$ cat config.mk
export PLATFORM = sky130hd
export DESIGN_NAME = scpxo_serial_port
export DESIGN_NICKNAME = d
export VERILOG_FILES = /design/src/scpxo_pkg.sv /design/src/scpxo_fifo.sv /design/src/scpxo_serial_port.sv
export SDC_FILE = /design/constraint.sdc
export NUM_CORES = 1
export LEC_CHECK = 0
export BUFFER_PORTS_ARGS = -buffer_cell sky130_fd_sc_hd__buf_2
export CORE_MARGIN = 1
export CORE_UTILIZATION = 49
export CTS_BUF_LIST = sky130_fd_sc_hd__clkbuf_8
export DETAILED_ROUTE_END_ITERATION = 12
export PLACE_DENSITY = 0.65
export SETUP_SLACK_MARGIN = 0.2
export SLEW_MARGIN = 25
export SYNTH_ARGS = -nofsm -noshare
export SYNTH_HDL_FRONTEND = slang
export SYNTH_HIERARCHICAL = 1
export SYNTH_SLANG_ARGS = --single-unit
$ cat constraint.sdc
create_clock -name clk -period 7.5 [get_ports clk]
set_input_delay 1.5 -clock clk [delete_from_list [all_inputs] [get_ports clk]]
set_output_delay 1.5 -clock clk [all_outputs]
set_load 0.01 [all_outputs]
$ cat src/scpxo_pkg.sv
// shared constants for the serial command port with software flow control
`default_nettype none
package scpxo_pkg;
  localparam int          CLK_HZ       = 40_000_000;
  localparam logic [7:0]  XOFF_CHAR    = 8'h13;
  localparam logic [7:0]  XON_CHAR     = 8'h11;
  localparam logic [7:0]  CR_CHAR      = 8'h0D;
  localparam logic [7:0]  LF_CHAR      = 8'h0A;
  localparam int          HIGH_PCT     = 75;
  localparam int          LOW_PCT      = 25;
  localparam int          DATA_BITS    = 8;
  localparam int          FIFO_DEPTH   = 32;
  localparam logic [1:0]  RATE_9600    = 2'h0;
  localparam logic [1:0]  RATE_19200   = 2'h1;
  localparam logic [1:0]  RATE_38400   = 2'h2;
  localparam logic [1:0]  RATE_57600   = 2'h3;
  localparam int          BAUD_9600    = 9600;
  localparam int          BAUD_19200   = 19200;
  localparam int          BAUD_38400   = 38400;
  localparam int          BAUD_57600   = 57600;
  // cycles per bit, rounded down
  localparam logic [15:0] DIV_9600     = 16'(CLK_HZ / BAUD_9600);
  localparam logic [15:0] DIV_19200    = 16'(CLK_HZ / BAUD_19200);
  localparam logic [15:0] DIV_38400    = 16'(CLK_HZ / BAUD_38400);
  localparam logic [15:0] DIV_57600    = 16'(CLK_HZ / BAUD_57600);
  localparam logic [3:0]  BIT_CNT_RST  = 4'h0;
  localparam logic [15:0] DIV_CNT_RST  = 16'h0000;
  localparam logic [7:0]  SHIFT_RST    = 8'h00;
  localparam logic [3:0]  FRAME_BITS   = 4'h9;
  localparam logic [3:0]  LAST_DATA    = 4'h8;

  typedef enum logic [1:0]
  {
    RX_IDLE  = 2'b00,
    RX_START = 2'b01,
    RX_DATA  = 2'b10,
    RX_STOP  = 2'b11
  } scpxo_rx_e;
endpackage
`default_nettype wire

$ cat src/scpxo_fifo.sv
// parameterised synchronous fifo with registered read data
`timescale 1ns/1ps
`default_nettype none
module scpxo_fifo
#(
  parameter int WIDTH = 8,
  parameter int DEPTH = 32
)
(
  input  wire logic                     clk,
  input  wire logic                     reset,
  input  wire logic [WIDTH-1:0]         inData,
  input  wire logic                     inValid,
  output logic                          inReady,
  output logic [WIDTH-1:0]              outData,
  output logic                          outValid,
  input  wire logic                     outReady,
  output logic [$clog2(DEPTH+1)-1:0]    level
);
  localparam int AW = $clog2(DEPTH);
  localparam int CW = $clog2(DEPTH+1);
  logic [WIDTH-1:0] mem [DEPTH];
  logic [AW-1:0]    wrPtr;
  logic [AW-1:0]    rdPtr;
  logic [$clog2(DEPTH+1)-1:0] count;
  logic             outFull;
  wire              pop   = outFull && outReady;
  wire              load  = (count != '0) && (!outFull || pop);
  wire              push  = inValid && inReady;
  wire [CW-1:0]     countOne = {{(CW-1){1'b0}}, 1'b1};

  assign inReady  = (count != CW'(DEPTH));
  assign outValid = outFull;
  assign level    = count + (outFull ? countOne : '0);

  always_ff @(posedge clk)
  begin
    if (push)
      mem[wrPtr] <= inData;
  end

  always_ff @(posedge clk)
  begin
    if (reset)
    begin
      wrPtr   <= '0;
      rdPtr   <= '0;
      count   <= '0;
      outFull <= 1'b0;
      outData <= '0;
    end
    else
    begin
      if (push)
        wrPtr <= wrPtr + 1'b1;
      if (load)
      begin
        outData <= mem[rdPtr];
        rdPtr   <= rdPtr + 1'b1;
      end
      count   <= count + (push ? countOne : '0) - (load ? countOne : '0);
      outFull <= load || (outFull && !pop);
    end
  end
endmodule
`default_nettype wire

$ cat src/scpxo_serial_port.sv
// full duplex serial command port with xon/xoff flow control
`timescale 1ns/1ps
`default_nettype none
// Operation
// - transmitter and receiver run at once, independently, asynchronous framing.
// - bit rate chosen from 9600, 19200, 38400 or 57600; ends must match.
// - flow control by in-band xon/xoff characters only; can be switched off.
// - receive buffer above 75 percent full sends xoff, 13h.
// - after xoff, buffer below 25 percent sends xon, 11h.
// - received xoff halts outgoing data characters; xon/xoff still go out.
// - received xon resumes halted transmission of pending characters.
// - message characters are ascii codes.
module scpxo_serial_port
#(
  parameter int DEPTH = scpxo_pkg::FIFO_DEPTH
)
(
  input  wire logic       clk,
  input  wire logic       reset,
  input  wire logic [1:0] rateSel,
  input  wire logic       flowEnable,
  input  wire logic       termCrOnly,
  input  wire logic       rxLine,
  output logic            txLine,
  output logic [7:0]      rxData,
  output logic            rxValid,
  input  wire logic       rxReady,
  output logic            rxEndOfMsg,
  input  wire logic [7:0] txData,
  input  wire logic       txValid,
  output logic            txReady,
  input  wire logic       txEndOfMsg,
  output logic            txHalted,
  output logic            rxOverrun
);
  import scpxo_pkg::*;

  // ************************************************
  // bit rate
  // ************************************************
  function automatic logic [15:0] bitDiv(input logic [1:0] sel);
    case (sel)
      RATE_9600:  bitDiv = DIV_9600;
      RATE_19200: bitDiv = DIV_19200;
      RATE_38400: bitDiv = DIV_38400;
      default:    bitDiv = DIV_57600;
    endcase
  endfunction

  wire [15:0] divFull = bitDiv(rateSel);
  wire [15:0] divHalf = {1'b0, divFull[15:1]};

  // ************************************************
  // receiver
  // ************************************************
  scpxo_rx_e  rxState;
  logic [15:0] rxDiv;
  logic [3:0]  rxBits;
  logic [7:0]  rxShift;
  logic        rxSync1;
  logic        rxSync2;
  logic        rxWrite;
  logic        rxFifoReady;
  logic        lastCr;
  logic        xoffSent;
  logic        remoteHalt;
  logic        needXoff;
  logic        needXon;
  logic [$clog2(DEPTH+1)-1:0] rxLevel;
  logic [8:0]  rxFifoOut;

  wire rxTick   = (rxDiv == 16'h0000);
  wire isXon    = (rxShift == XON_CHAR);
  wire isXoff   = (rxShift == XOFF_CHAR);
  wire rxDone   = (rxState == RX_STOP) && rxTick && rxSync2;
  wire rxIsCtl  = flowEnable && (isXon || isXoff);
  wire rxStore  = rxDone && !rxIsCtl;
  // end of message: lf after cr, or cr alone when so selected
  wire rxEom    = termCrOnly ? (rxShift == CR_CHAR) : (lastCr && rxShift == LF_CHAR);

  always_ff @(posedge clk)
  begin
    if (reset)
    begin
      rxSync1 <= 1'b1;
      rxSync2 <= 1'b1;
    end
    else
    begin
      rxSync1 <= rxLine;
      rxSync2 <= rxSync1;
    end
  end

  always_ff @(posedge clk)
  begin
    if (reset)
    begin
      rxState <= RX_IDLE;
      rxDiv   <= DIV_CNT_RST;
      rxBits  <= BIT_CNT_RST;
      rxShift <= SHIFT_RST;
    end
    else
    begin
      rxDiv <= rxTick ? divFull - 16'h0001 : rxDiv - 16'h0001;
      case (rxState)
        RX_IDLE:
          if (!rxSync2)
          begin
            rxState <= RX_START;
            rxDiv   <= divHalf;
          end
        RX_START:
          if (rxTick)
          begin
            rxState <= rxSync2 ? RX_IDLE : RX_DATA;
            rxBits  <= BIT_CNT_RST;
          end
        RX_DATA:
          if (rxTick)
          begin
            rxShift <= {rxSync2, rxShift[7:1]};
            rxBits  <= rxBits + 4'h1;
            if (rxBits == LAST_DATA - 4'h1)
              rxState <= RX_STOP;
          end
        RX_STOP:
          if (rxTick)
            rxState <= RX_IDLE;
        default:
          rxState <= RX_IDLE;
      endcase
    end
  end

  assign rxWrite = rxStore && rxFifoReady;

  always_ff @(posedge clk)
  begin
    if (reset)
    begin
      lastCr     <= 1'b0;
      remoteHalt <= 1'b0;
      rxOverrun  <= 1'b0;
    end
    else
    begin
      if (rxStore)
        lastCr <= (rxShift == CR_CHAR);
      if (!flowEnable)
        remoteHalt <= 1'b0;
      else if (rxDone && isXoff)
        remoteHalt <= 1'b1;
      else if (rxDone && isXon)
        remoteHalt <= 1'b0;
      if (rxStore && !rxFifoReady)
        rxOverrun <= 1'b1;
    end
  end

  scpxo_fifo #(.WIDTH(9), .DEPTH(DEPTH)) rxFifo
  (
    .clk      (clk),
    .reset    (reset),
    .inData   ({rxEom, rxShift}),
    .inValid  (rxWrite),
    .inReady  (rxFifoReady),
    .outData  (rxFifoOut),
    .outValid (rxValid),
    .outReady (rxReady),
    .level    (rxLevel)
  );

  assign rxData     = rxFifoOut[7:0];
  assign rxEndOfMsg = rxFifoOut[8];

  // ************************************************
  // flow thresholds
  // ************************************************
  wire [15:0] lvl100 = 16'(rxLevel) * 16'd100;
  wire aboveHigh     = lvl100 > 16'(DEPTH * HIGH_PCT);
  wire belowLow      = lvl100 < 16'(DEPTH * LOW_PCT);

  // ************************************************
  // transmitter
  // ************************************************
  logic [15:0] txDiv;
  logic [3:0]  txBits;
  logic [9:0]  txShift;
  logic        txBusy;
  logic [7:0]  txQData;
  logic        txQValid;
  logic        txQReady;
  logic        txTermPend;

  wire txTick    = (txDiv == 16'h0000);
  wire sendCtl   = !txBusy && (needXoff || needXon);
  wire sendData  = !txBusy && !sendCtl && txQValid && !remoteHalt && !txTermPend;
  wire sendLf    = !txBusy && !sendCtl && !remoteHalt && txTermPend;
  wire [7:0] ctlChar = needXoff ? XOFF_CHAR : XON_CHAR;
  wire [7:0] txChar  = sendCtl ? ctlChar : (sendLf ? LF_CHAR : txQData);
  wire txStart   = sendCtl || sendData || sendLf;

  assign txQReady = sendData;
  assign txHalted = remoteHalt;
  assign needXoff = flowEnable && !xoffSent && aboveHigh;
  assign needXon  = flowEnable && xoffSent && belowLow;

  scpxo_fifo #(.WIDTH(8), .DEPTH(DEPTH)) txFifo
  (
    .clk      (clk),
    .reset    (reset),
    .inData   (txEndOfMsg ? CR_CHAR : txData),
    .inValid  (txValid),
    .inReady  (txReady),
    .outData  (txQData),
    .outValid (txQValid),
    .outReady (txQReady),
    .level    ()
  );

  always_ff @(posedge clk)
  begin
    if (reset)
    begin
      txDiv      <= DIV_CNT_RST;
      txBits     <= BIT_CNT_RST;
      txShift    <= 10'h3FF;
      txBusy     <= 1'b0;
      txLine     <= 1'b1;
      xoffSent   <= 1'b0;
      txTermPend <= 1'b0;
    end
    else
    begin
      if (!flowEnable)
        xoffSent <= 1'b0;
      else if (sendCtl)
        xoffSent <= needXoff;
      if (sendData)
        txTermPend <= !termCrOnly && (txQData == CR_CHAR);
      else if (sendLf)
        txTermPend <= 1'b0;
      if (txStart)
      begin
        txShift <= {1'b1, txChar, 1'b0};
        txBusy  <= 1'b1;
        txBits  <= BIT_CNT_RST;
        txDiv   <= divFull - 16'h0001;
        txLine  <= 1'b0;
      end
      else if (txBusy)
      begin
        txDiv <= txTick ? divFull - 16'h0001 : txDiv - 16'h0001;
        if (txTick)
        begin
          if (txBits == FRAME_BITS)
          begin
            txBusy <= 1'b0;
            txLine <= 1'b1;
          end
          else
          begin
            txLine <= txShift[txBits + 4'h1];
            txBits <= txBits + 4'h1;
          end
        end
      end
    end
  end
endmodule
`default_nettype wire

## Yosys cells after proc, flatten, opt, wreduce, memory -nomap -nowiden

Memories as Yosys holds them, arrays and structs flattened. A register that Yosys moved wholly into a read port is not among the register bits.
Cells that the tools add are included.
Widths: inputs -> output; s select.

| storage, ports and cells | value |
|---|---|
| register bits after elaboration | 102 |
| memory bits (writable) | 544 |
| bits of input ports | 18 |
| output and inout bits | 14 |
| word-level logic and storage cells | 177 |
| memories kept | 2 |

Memory list:

| name | depth | bits a word | rd ports | clocked after memory_dff | write ports | line | RTL |
|---|---|---|---|---|---|---|---|
| rxFifo.mem | 32 | 9 | 1 | 1 | 1 | scpxo_fifo.sv:22 | `logic [WIDTH-1:0] mem [DEPTH];` |
| txFifo.mem | 32 | 8 | 1 | 1 | 1 | scpxo_fifo.sv:22 |  |

| operators by class | value |
|---|---|
| $add $sub $neg | 14 |
| $mul | 1 |
| order comparisons | 3 |
| eq/ne operators | 19 |
| mux-type cells | 45 |
| bitwise logic cells | 2 |
| reduce and logical (&&, ||, !) cells | 67 |

Operators with widths:

| operator | count |
|---|---|
| $mux 16 | 6 |
| $sub 16x1->16 const B | 3 |
| $pmux 13 s3 | 1 |
| $logic_not 16->1 | 2 |
| $logic_and 1x1->1 | 29 |
| $eq 8x4->1 const B | 3 |
| $mux 8 | 3 |
| $mux 1 | 23 |
| $add 5x1->5 const B | 4 |
| $add 6x6->6 | 3 |
| $eq 8x5->1 const B | 2 |
| $mux 2 | 7 |
| $gt 13x12->1 const B | 1 |
| $lt 13x10->1 const B | 1 |
| $logic_not 1->1 | 12 |
| $ne 6x6->1 const B | 2 |
| $reduce_bool 6->1 | 2 |
| $sub 6x6->6 | 2 |
| $mul 6x5->11 const B | 1 |
| $ne 2x2->1 const B | 5 |
| $reduce_bool 2->1 | 5 |
| $add 4x1->4 const B | 2 |
| $logic_or 1x1->1 | 8 |
| $mux 4 | 2 |
| 14 further kinds | 22 |

## Depth between registers and ports, before layout

Gate-level depths: netlist of run 1.

| logic depth | value |
|---|---|
| word-level depth | 17 |
| mapped depth | 30 |
| gate-level depth less buffers | 27 |

## Modules after synthesis

The synthesis of run 1 kept the hierarchy.

Modules (own cells, without submodules):

| module | instances | cells an instance | area an instance (sq um) | seq. area each (sq um) |
|---|---|---|---|---|
| scpxo_fifo (rxFifo) | 1 | 654 | 12473.2 | 9168.8 |
| scpxo_fifo (txFifo) | 1 | 599 | 11177.0 | 8187.9 |
| scpxo_serial_port | 1 | 557 | 4439.3 | 1361.3 |

## Worst setup path before layout of run 1

No wires, ideal clock.

| timing path | value |
|---|---|
| path kind | register to register |
| start point | register rxFifo.outFull (netlist: rxFifo/outValid) |
| end point | register txFifo.count[5] |
| setup time | 0.121 ns |
| arrival | 5.544 ns |
| required time | 7.379 ns |
| path slack | 1.835 ns |
| stages on the path, launching flop included | 28 |
| path buffers | 3 |
| period minus slack after synthesis | 5.665 ns |
| cells stage by stage | dfxtp_1 -> ha_1 -> ha_1 -> xor2_1 -> ha_1 -> ha_1 -> ha_1 -> inv_1 -> fa_1 -> nand2b_1 -> a211oi_2 -> mux2i_1 -> and2_1 -> or3_1 -> buf_6 -> and4b_1 -> buf_2 -> nand2b_1 -> nor2b_1 -> clkbuf_1 -> ha_1 -> inv_1 -> ha_1 -> a21o_1 -> a21oi_1 -> o21bai_1 -> a21oi_1 -> mux2_2 |

| between the ends | value |
|---|---|
| longest elaborated chain between the ends | 17 |
| elaborated cells between the ends (all ways) | 19 |
| classes of those cells | add/sub (2); mul (1); order compare (2); mux (2); reduce/logical (12) |

Ends and longest elaborated chain:

| item | line | RTL |
|---|---|---|
| from (decl) | scpxo_fifo.sv:26 | `logic outFull;` |
| from (signal assigned) | scpxo_fifo.sv:62 | `outFull <= load \|\| (outFull && !pop);` |
| $mux 1 * | scpxo_fifo.sv:34 | `assign level = count + (outFull ? countOne : '0);` |
| $add 6x6->6 * | scpxo_fifo.sv:34 |  |
| via rxLevel[2] | scpxo_serial_port.sv:69 | `logic [$clog2(DEPTH+1)-1:0] rxLevel;` |
| $mul 6x5->11 * | scpxo_serial_port.sv:181 | `wire [15:0] lvl100 = 16'(rxLevel) * 16'd100;` |
| $gt 13x12->1 / $lt 13x10->1 (equally long branches) | scpxo_serial_port.sv:182, scpxo_serial_port.sv:183 |  |
| $logic_and 1x1->1 (on tied branches) | scpxo_serial_port.sv:207, scpxo_serial_port.sv:208 |  |
| $logic_or 1x1->1 * | scpxo_serial_port.sv:198 | `wire sendCtl = !txBusy && (needXoff \|\| needXon);` |
| $logic_and 1x1->1 * | scpxo_serial_port.sv:198 |  |
| $logic_not 1->1 * | scpxo_serial_port.sv:199 | `wire sendData = !txBusy && !sendCtl && txQValid && !remoteHalt && !txTermPend;` |
| $logic_and 1x1->1 * (4 in a row) | scpxo_serial_port.sv:199 |  |
| via sendData | scpxo_serial_port.sv:199 |  |
| $logic_and 1x1->1 * | scpxo_fifo.sv:27 | `wire pop = outFull && outReady;` |
| $logic_or 1x1->1 * | scpxo_fifo.sv:28 | `wire load = (count != '0) && (!outFull \|\| pop);` |
| $logic_and 1x1->1 * | scpxo_fifo.sv:28 |  |
| via txFifo.load | scpxo_fifo.sv:28 |  |
| $mux 1 * | scpxo_fifo.sv:61 | `count <= count + (push ? countOne : '0) - (load ? countOne : '0);` |
| $sub 6x6->6 * | scpxo_fifo.sv:61 |  |
| to (signal assigned) | scpxo_fifo.sv:61 |  |
| to (decl) | scpxo_fifo.sv:25 | `logic [$clog2(DEPTH+1)-1:0] count;` |

Mark *: on every way through the listed nets, which the timed path passes. The rest lies on a longest branch.
A chain may end at the register's enable or synchronous reset.

## Worst setup path after layout of run 1

| timing path | value |
|---|---|
| start point | register rxFifo.count[0] |
| end point | register txFifo.count[5] |

| between the ends | value |
|---|---|
| longest elaborated chain between the ends | 16 |
| elaborated cells between the ends (all ways) | 18 |
| classes of those cells | add/sub (2); mul (1); order compare (2); mux (1); reduce/logical (12) |

Ends and longest elaborated chain:

| item | line |
|---|---|
| from (decl) | scpxo_fifo.sv:25 |
| from (signal assigned) | scpxo_fifo.sv:61 |
| $add 6x6->6 * | scpxo_fifo.sv:34 |
| via rxLevel[2] | scpxo_serial_port.sv:69 |
| $mul 6x5->11 * | scpxo_serial_port.sv:181 |
| $gt 13x12->1 / $lt 13x10->1 (equally long branches) | scpxo_serial_port.sv:182, scpxo_serial_port.sv:183 |
| $logic_and 1x1->1 (on tied branches) | scpxo_serial_port.sv:207, scpxo_serial_port.sv:208 |
| $logic_or 1x1->1 * | scpxo_serial_port.sv:198 |
| $logic_and 1x1->1 * | scpxo_serial_port.sv:198 |
| $logic_not 1->1 * | scpxo_serial_port.sv:199 |
| $logic_and 1x1->1 * (4 in a row) | scpxo_serial_port.sv:199 |
| $logic_and 1x1->1 * | scpxo_fifo.sv:27 |
| $logic_or 1x1->1 * | scpxo_fifo.sv:28 |
| $logic_and 1x1->1 * | scpxo_fifo.sv:28 |
| $mux 1 * | scpxo_fifo.sv:61 |
| $sub 6x6->6 * | scpxo_fifo.sv:61 |

Marked as above.

==> results of run 1 <==
sequential cells by signal (all words and copies together), names as in the netlist, 4 cells and up, named ones only:
name / flops
rxBits: 4
rxDiv: 16
rxFifo/count: 6
rxFifo/mem: 288
rxFifo/outData: 9
rxFifo/rdPtr: 5
rxFifo/wrPtr: 5
rxShift: 8
txBits: 4
txDiv: 16
txFifo/count: 6
txFifo/mem: 256
txFifo/outData: 8
txFifo/rdPtr: 5
txFifo/wrPtr: 5
txShift: 9
path summary, 6_finish.rpt:
check	from	to	slack (ps)	cells after the start
max	rxFifo/count[0]$_SDFF_PP0_	txFifo/count[5]$_SDFF_PP0_	1350	25
min	rxSync1$_SDFF_PP1_	rxSync2$_SDFF_PP1_	410	1
max reg2reg	rxFifo/count[0]$_SDFF_PP0_	txFifo/count[5]$_SDFF_PP0_	1350	25
min reg2reg	rxSync1$_SDFF_PP1_	rxSync2$_SDFF_PP1_	410	1
power by group through the flow:
| stage | logic (mW) | registers, mW | clock network, mW |
|---|---|---|---|
| floorplan | 2.42 | 4.35 | 0 |
| global route | 3.24 | 4.45 | 3.21 |
| finish | 2.90 | 4.41 | 2.96 |
| global placement | 2.79 | 4.52 | 0 |
| detailed placement | 2.86 | 4.53 | 0 |
| CTS | 2.87 | 4.45 | 3.05 |
final cells by class:
| class | count | area [um^2] |
|---|---|---|
| Fill cell | 4578 | 25400 |
| Sequential cell | 663 | 18700 |
| Multi-Input combinational cell | 995 | 8600 |
| Clock buffer | 118 | 1620 |
| Tap cell | 756 | 946 |
| Clock inverter | 82 | 457 |
| Timing Repair Buffer | 61 | 403 |
| Inverter | 48 | 180 |
| Antenna cell | 1 | 2.50 |
cell usage in the layout, fill, tap and decap left out, types with 6 or more instances in the layout:
cell / n
xnor2_1: 17
o221ai_1: 17
nor2_1: 165
a21oi_1: 83
ha_1: 71
nor4_1: 6
or3_1: 7
clkbuf_8: 118
a2111oi_2: 6
nand3_1: 19
mux4_2: 94
mux4_1: 10
o211ai_1: 10
dfxtp_1: 115
nor2b_1: 19
o21ai_0: 25
a2111oi_1: 10
inv_1: 95
nand2_1: 78
or2_2: 8
nand2b_1: 12
nand3b_1: 16
o22ai_1: 15
buf_4: 30
edfxtp_1: 544
nand4_1: 12
mux2_2: 6
xor2_1: 32
a22o_1: 31
and3_1: 7
buf_2: 30
nor3_1: 18
a31oi_1: 8
mux2i_1: 91
nor2b_2: 6
a22oi_1: 15
clkinv_1: 22
worst register-to-register path, stage by stage (launching register included):
cell	delay (ps)
dfxtp_1	390
ha_1	230
ha_1	200
xor2_1	300
ha_1	300
ha_1	270
ha_1	290
inv_1	50
fa_1	380
nand2b_1	190
a211oi_2	240
mux2i_1	130
and2_1	170
or3_1	480
and4b_1	360
nand2b_1	200
nor2b_1	130
buf_4	210
ha_1	280
inv_1	40
ha_1	190
a21o_1	190
a21oi_1	210
o21bai_1	90
a21oi_1	160
mux2_2	340
routing by layer:
layer,part of all wire,global-route usage
met5,0,0
met4,0.023,0.0692
met3,0.052,0.0396
met2,0.49,0.331
met1,0.44,0.276
==> flow_metrics.py, run 1 <==
metrics = {
    "grt": {
        "grt_overflow_total": 0,
        "grt_pass1_vias": 15700,
        "grt_use_total": 0.204,
        "grt_max_degree": 57,
        "grt_first_pass_wirelength_mm": 89.9,
        "antenna_found_initial": 1,
    },
    "setup_path": {
        "critPathMaxFanout": 9,
        "cp_slowest_stage_delay_ps": 480,
        "start_kind": "register",
        "cp-end-kind": "register",
        "critPathArrivalTime_ps": 6710,
        "timing.critical_path.buf_inv": 3,
        "criticalPathCategory": "reg2reg",
        "path_common_cell": "ha_1",
        "crit_family": "adder cells",
        "cp_slowest_cell": "or3_1",
        "worstPathRequired_ps": 8060,
    },
    "die": {
        "start_util": 0.496,
        "die_area_um2": 58100,
        "rows": 87,
        "die_x_um": 241,
        "fp.coreArea_um2": 56400,
        "pin_count": 32,
        "dieHeight_um": 241,
    },
    "detailed_routing": {
        "drc": 0,
        "drt_first_iter_violations": 1145,
        "routed-via-count": 15500,
        "vias_per_cell": 5.69,
        "firstDrtPassIters": 5,
        "routed_wl_mm": 57.0,
        "postRouteAntennaNets": 0,
        "routedWlPerCell_um": 20.9,
    },
    "timing": {
        "max_slew_margin": 0.304,
        "fmaxAchievable_ghz": 0.163,
        "finClkSkew_ps": 49.6,
        "final-hold-violation-count": 0,
        "tns_ps": 0,
        "fin_crit_sh": 0.820,
        "drv_slew": 0,
        "grt_setup_unrepaired": "false",
        "setup_violations": 0,
        "period_minus_slack_ps": 6150,
        "holdWs_ps": 413,
        "max_slew.worst_pin.slew_ps": 1040,
        "setup_slack_ps": 1350,
    },
    "layout": {
        "num-nets-final": 1967,
        "drive_gt1_frac": 0.166,
        "final_cells": 2724,
        "utilization": 0.549,
        "fin_area_um2": 30900,
        "syn_to_final_growth_pct": 10.6,
    },
    "power_and_ir_drop": {
        "seq_power_share": 0.429,
        "powerDensity_nw_per_um2": 332,
        "p_switching_mw": 3.20,
        "p_clk_frac": 0.288,
        "p_sw_frac": 0.312,
        "p_int_mw": 7.07,
        "p_leak_nw": 10.7,
        "peakVddDrop_mv": 0.177,
        "p_total_mw": 10.3,
        "pwr-share-comb": 0.282,
    },
    "clock_tree": {
        "htree_levels": 3,
        "cts_resized": 0,
        "hold_buffers": 0,
        "clk_pin_slew_worst_paths_ps": 60,
        "cts_tree": "yes",
        "ctsLongestPathBuffers": 3,
        "cts_setup_buffers": 0,
        "clock-root-buffer": "clkbuf_8",
        "cts.sinks": 663,
        "cts_buffers": 106,
        "clk_latency_ps": 700,
    },
    "synthesis": {
        "syn-cell-area_um2": 28000,
        "syn-num-nets": 1890,
        "synthCells": 1798,
        "synth_warnings": 6,
        "avgSynthCellArea_um2": 15.6,
    },
    "placement": {
        "place_congestion": 0.775,
        "dpl.cell_count": 2522,
        "hpwl_mm": 35.1,
        "port_buffers": 31,
        "dpl_cell_area_um2": 28800,
        "dp_worst_setup_slack_ps": 1390,
    },
    "hold_path": {
        "hold_path.class": "reg2reg",
    },
    "run_status": {
        "status": "finished clean",
    },
    "job": {
        "cap_viol_max_count": 0,
    },
}
No activity file was read; power rests on OpenSTA's default activity.
==> run 2, diff against run 1 <==
- PLACE_DENSITY: 0.65 -> 0.68
- clock period: 7.5 -> 5.1 ns (I/O delays scaled with it)
==> run 2 against run 1 <==
  * First-iteration DRC count increased by 11%
  * Sequential power rose by 48%
  * Flip-flop and latch count stayed put
  * Clock-buffer cell count shrank 2
  * Critical endpoint is now txFifo/count[4]$_SDFF_PP0_
  * Largest cell class unchanged
  * Largest power group unchanged
==> flow_metrics.py, run 2 (synthesized netlist as in run 1, its figures left out) <==
metrics = {
    "setup_path": {
        "path_cells": "ha_4, ha_4, xor2_4, ha_4, ha_4, ha_4, ha_1, a211o_4, o21ai_2, xnor2_2, a211o_1, or3_4, and4b_1, nand2b_4, nor2b_4, ha_4, inv_2, ha_4, fa_2, a21oi_2, nor2_2, nor2_2, xor2_1, nor2_1",
        "critPathMaxFanout": 3,
        "rr_worst_depth": 24,
        "cp_slowest_cell": "a211o_4",
        "cp-startpoint": "rxFifo/outValid$_SDFF_PP0_",
        "cp_slowest_stage_delay_ps": 370,
        "worstPathRequired_ps": 5660,
        "cp-end-kind": "register",
        "criticalPathCategory": "reg2reg",
        "start_kind": "register",
        "r2r_start": "rxFifo/outValid$_SDFF_PP0_",
        "critPathArrivalTime_ps": 5610,
        "path_common_cell": "ha_4",
    },
    "layout": {
        "syn_to_final_growth_pct": 12.8,
        "num-nets-final": 1996,
        "regMostFlops": "rxFifo/mem",
        "largest_reg_flops": 288,
        "mostFrequentLayoutCells": "edfxtp_1, nor2_1, clkbuf_8",
        "drive_gt1_frac": 0.209,
        "utilization": 0.560,
        "reg.largest.list": "rxFifo/mem x288, txFifo/mem x256",
        "layout.cells.most_common": "edfxtp_1",
    },
    "power_and_ir_drop": {
        "p_leak_nw": 10.8,
        "powerDensity_nw_per_um2": 502,
        "peakVddDrop_mv": 0.402,
    },
    "placement": {
        "hpwl_mm": 35.5,
        "place_congestion": 0.790,
        "port_buffers": 31,
    },
    "grt": {
        "grt_max_degree": 49,
        "grt_use_total": 0.203,
        "antenna_found_initial": 1,
        "grt_overflow_total": 0,
        "grt_pass1_vias": 15900,
        "grt_first_pass_wirelength_mm": 89.1,
    },
    "detailed_routing": {
        "drt_first_iter_violations": 1276,
        "vias_per_cell": 5.72,
        "routed-via-count": 15700,
        "postRouteAntennaNets": 0,
        "firstDrtPassIters": 5,
        "routed_wl_mm": 58.1,
        "drc": 0,
        "routedWlPerCell_um": 21.1,
    },
    "clock_tree": {
        "htree_levels": 3,
        "cts_buffers": 104,
        "clk_latency_ps": 700,
        "hold_buffers": 0,
        "cts_tree": "yes",
        "ctsLongestPathBuffers": 3,
        "cts.sinks": 663,
        "clock-root-buffer": "clkbuf_8",
        "clk_pin_slew_worst_paths_ps": 60,
    },
    "timing": {
        "drv_slew": 0,
        "fmaxAchievable_ghz": 0.198,
        "period_minus_slack_ps": 5050,
        "finClkSkew_ps": 52.2,
        "fin_crit_sh": 0.991,
        "grt_setup_unrepaired": "true",
        "max_slew.worst_pin.slew_ps": 1030,
        "max_slew_margin": 0.308,
        "tns_ps": 0,
        "final-hold-violation-count": 0,
        "setup_violations": 0,
    },
    "die": {
        "die_x_um": 241,
        "fp.coreArea_um2": 56400,
        "die_area_um2": 58100,
        "dieHeight_um": 241,
        "pin_count": 32,
        "rows": 87,
        "start_util": 0.496,
    },
    "job": {
        "cap_viol_max_count": 0,
    },
    "hold_path": {
        "min_from": "rxSync1$_SDFF_PP1_",
        "hold_path.class": "reg2reg",
        "min_path_cells": 1,
    },
    "run_status": {
        "status": "finished clean",
    },
}
## run 2: power by group
part	internal [mW]	leakage (nW)	switching [mW]
registers	6.12	6.02	0.411
clock network	2.20	1.20	2.04
logic	2.50	3.62	2.59
total	10.8	10.8	5.04
## run 2: through the flow
stage               hold WS, ps  total power, mW  cells  setup WS [ps]  cell area [um^2]
detailed placement          401             11.1   2540           -208             29100
global placement            406             10.9   2540          -30.7             29100
floorplan                   389             10.1   1798           -201             28100
global route                426             16.7   2751           -162             31600
finish                      418             15.9   2751           48.2             31600
CTS                         419             15.6   2747           46.6             31300
## run 2: layout make-up
type / count / area (um^2)
tap: 756 / 946
fill: 4485 / 24800
timing repair buffer: 92 / 623
clock inverter: 80 / 414
clock buffer: 116 / 1600
sequential: 663 / 18700
antenna: 1 / 2.50
multi-input combinational: 995 / 9050
inverter: 48 / 180
## run 2: layer usage
metal | GRT usage | part of all wire
met1 | 0.275 | 0.43
met5 | 0 | 0
met2 | 0.334 | 0.49
met3 | 0.0315 | 0.054
met4 | 0.0708 | 0.021
## run 2: what timing repair did
action                                  4_1_cts  5_1_grt
endpoints found under the hold margin         0        0
pin swaps                                    22       26
buffers inserted                             11        3
endpoints found under the setup margin        6        5
resized for setup                            23       29
## run 2: worst paths after layout
check                                             endpoint  slack, ps
worst max-delay path            txFifo/count[4]$_SDFF_PP0_         50
worst min-delay path                    rxSync2$_SDFF_PP1_        420
worst max register to register  txFifo/count[4]$_SDFF_PP0_         50
worst min register to register          rxSync2$_SDFF_PP1_        420
## run 2: critical path, delay by kind of cell, from the launching register on
| kind | cells | cell delay (ps) |
|---|---|---|
| xor+xnor | 3 | 430 |
| fa+ha+maj | 9 | 2120 |
| compound gates | 4 | 900 |
| simple gates | 7 | 1080 |
| buf+inv | 1 | 40 |
| flops | 1 | 350 |
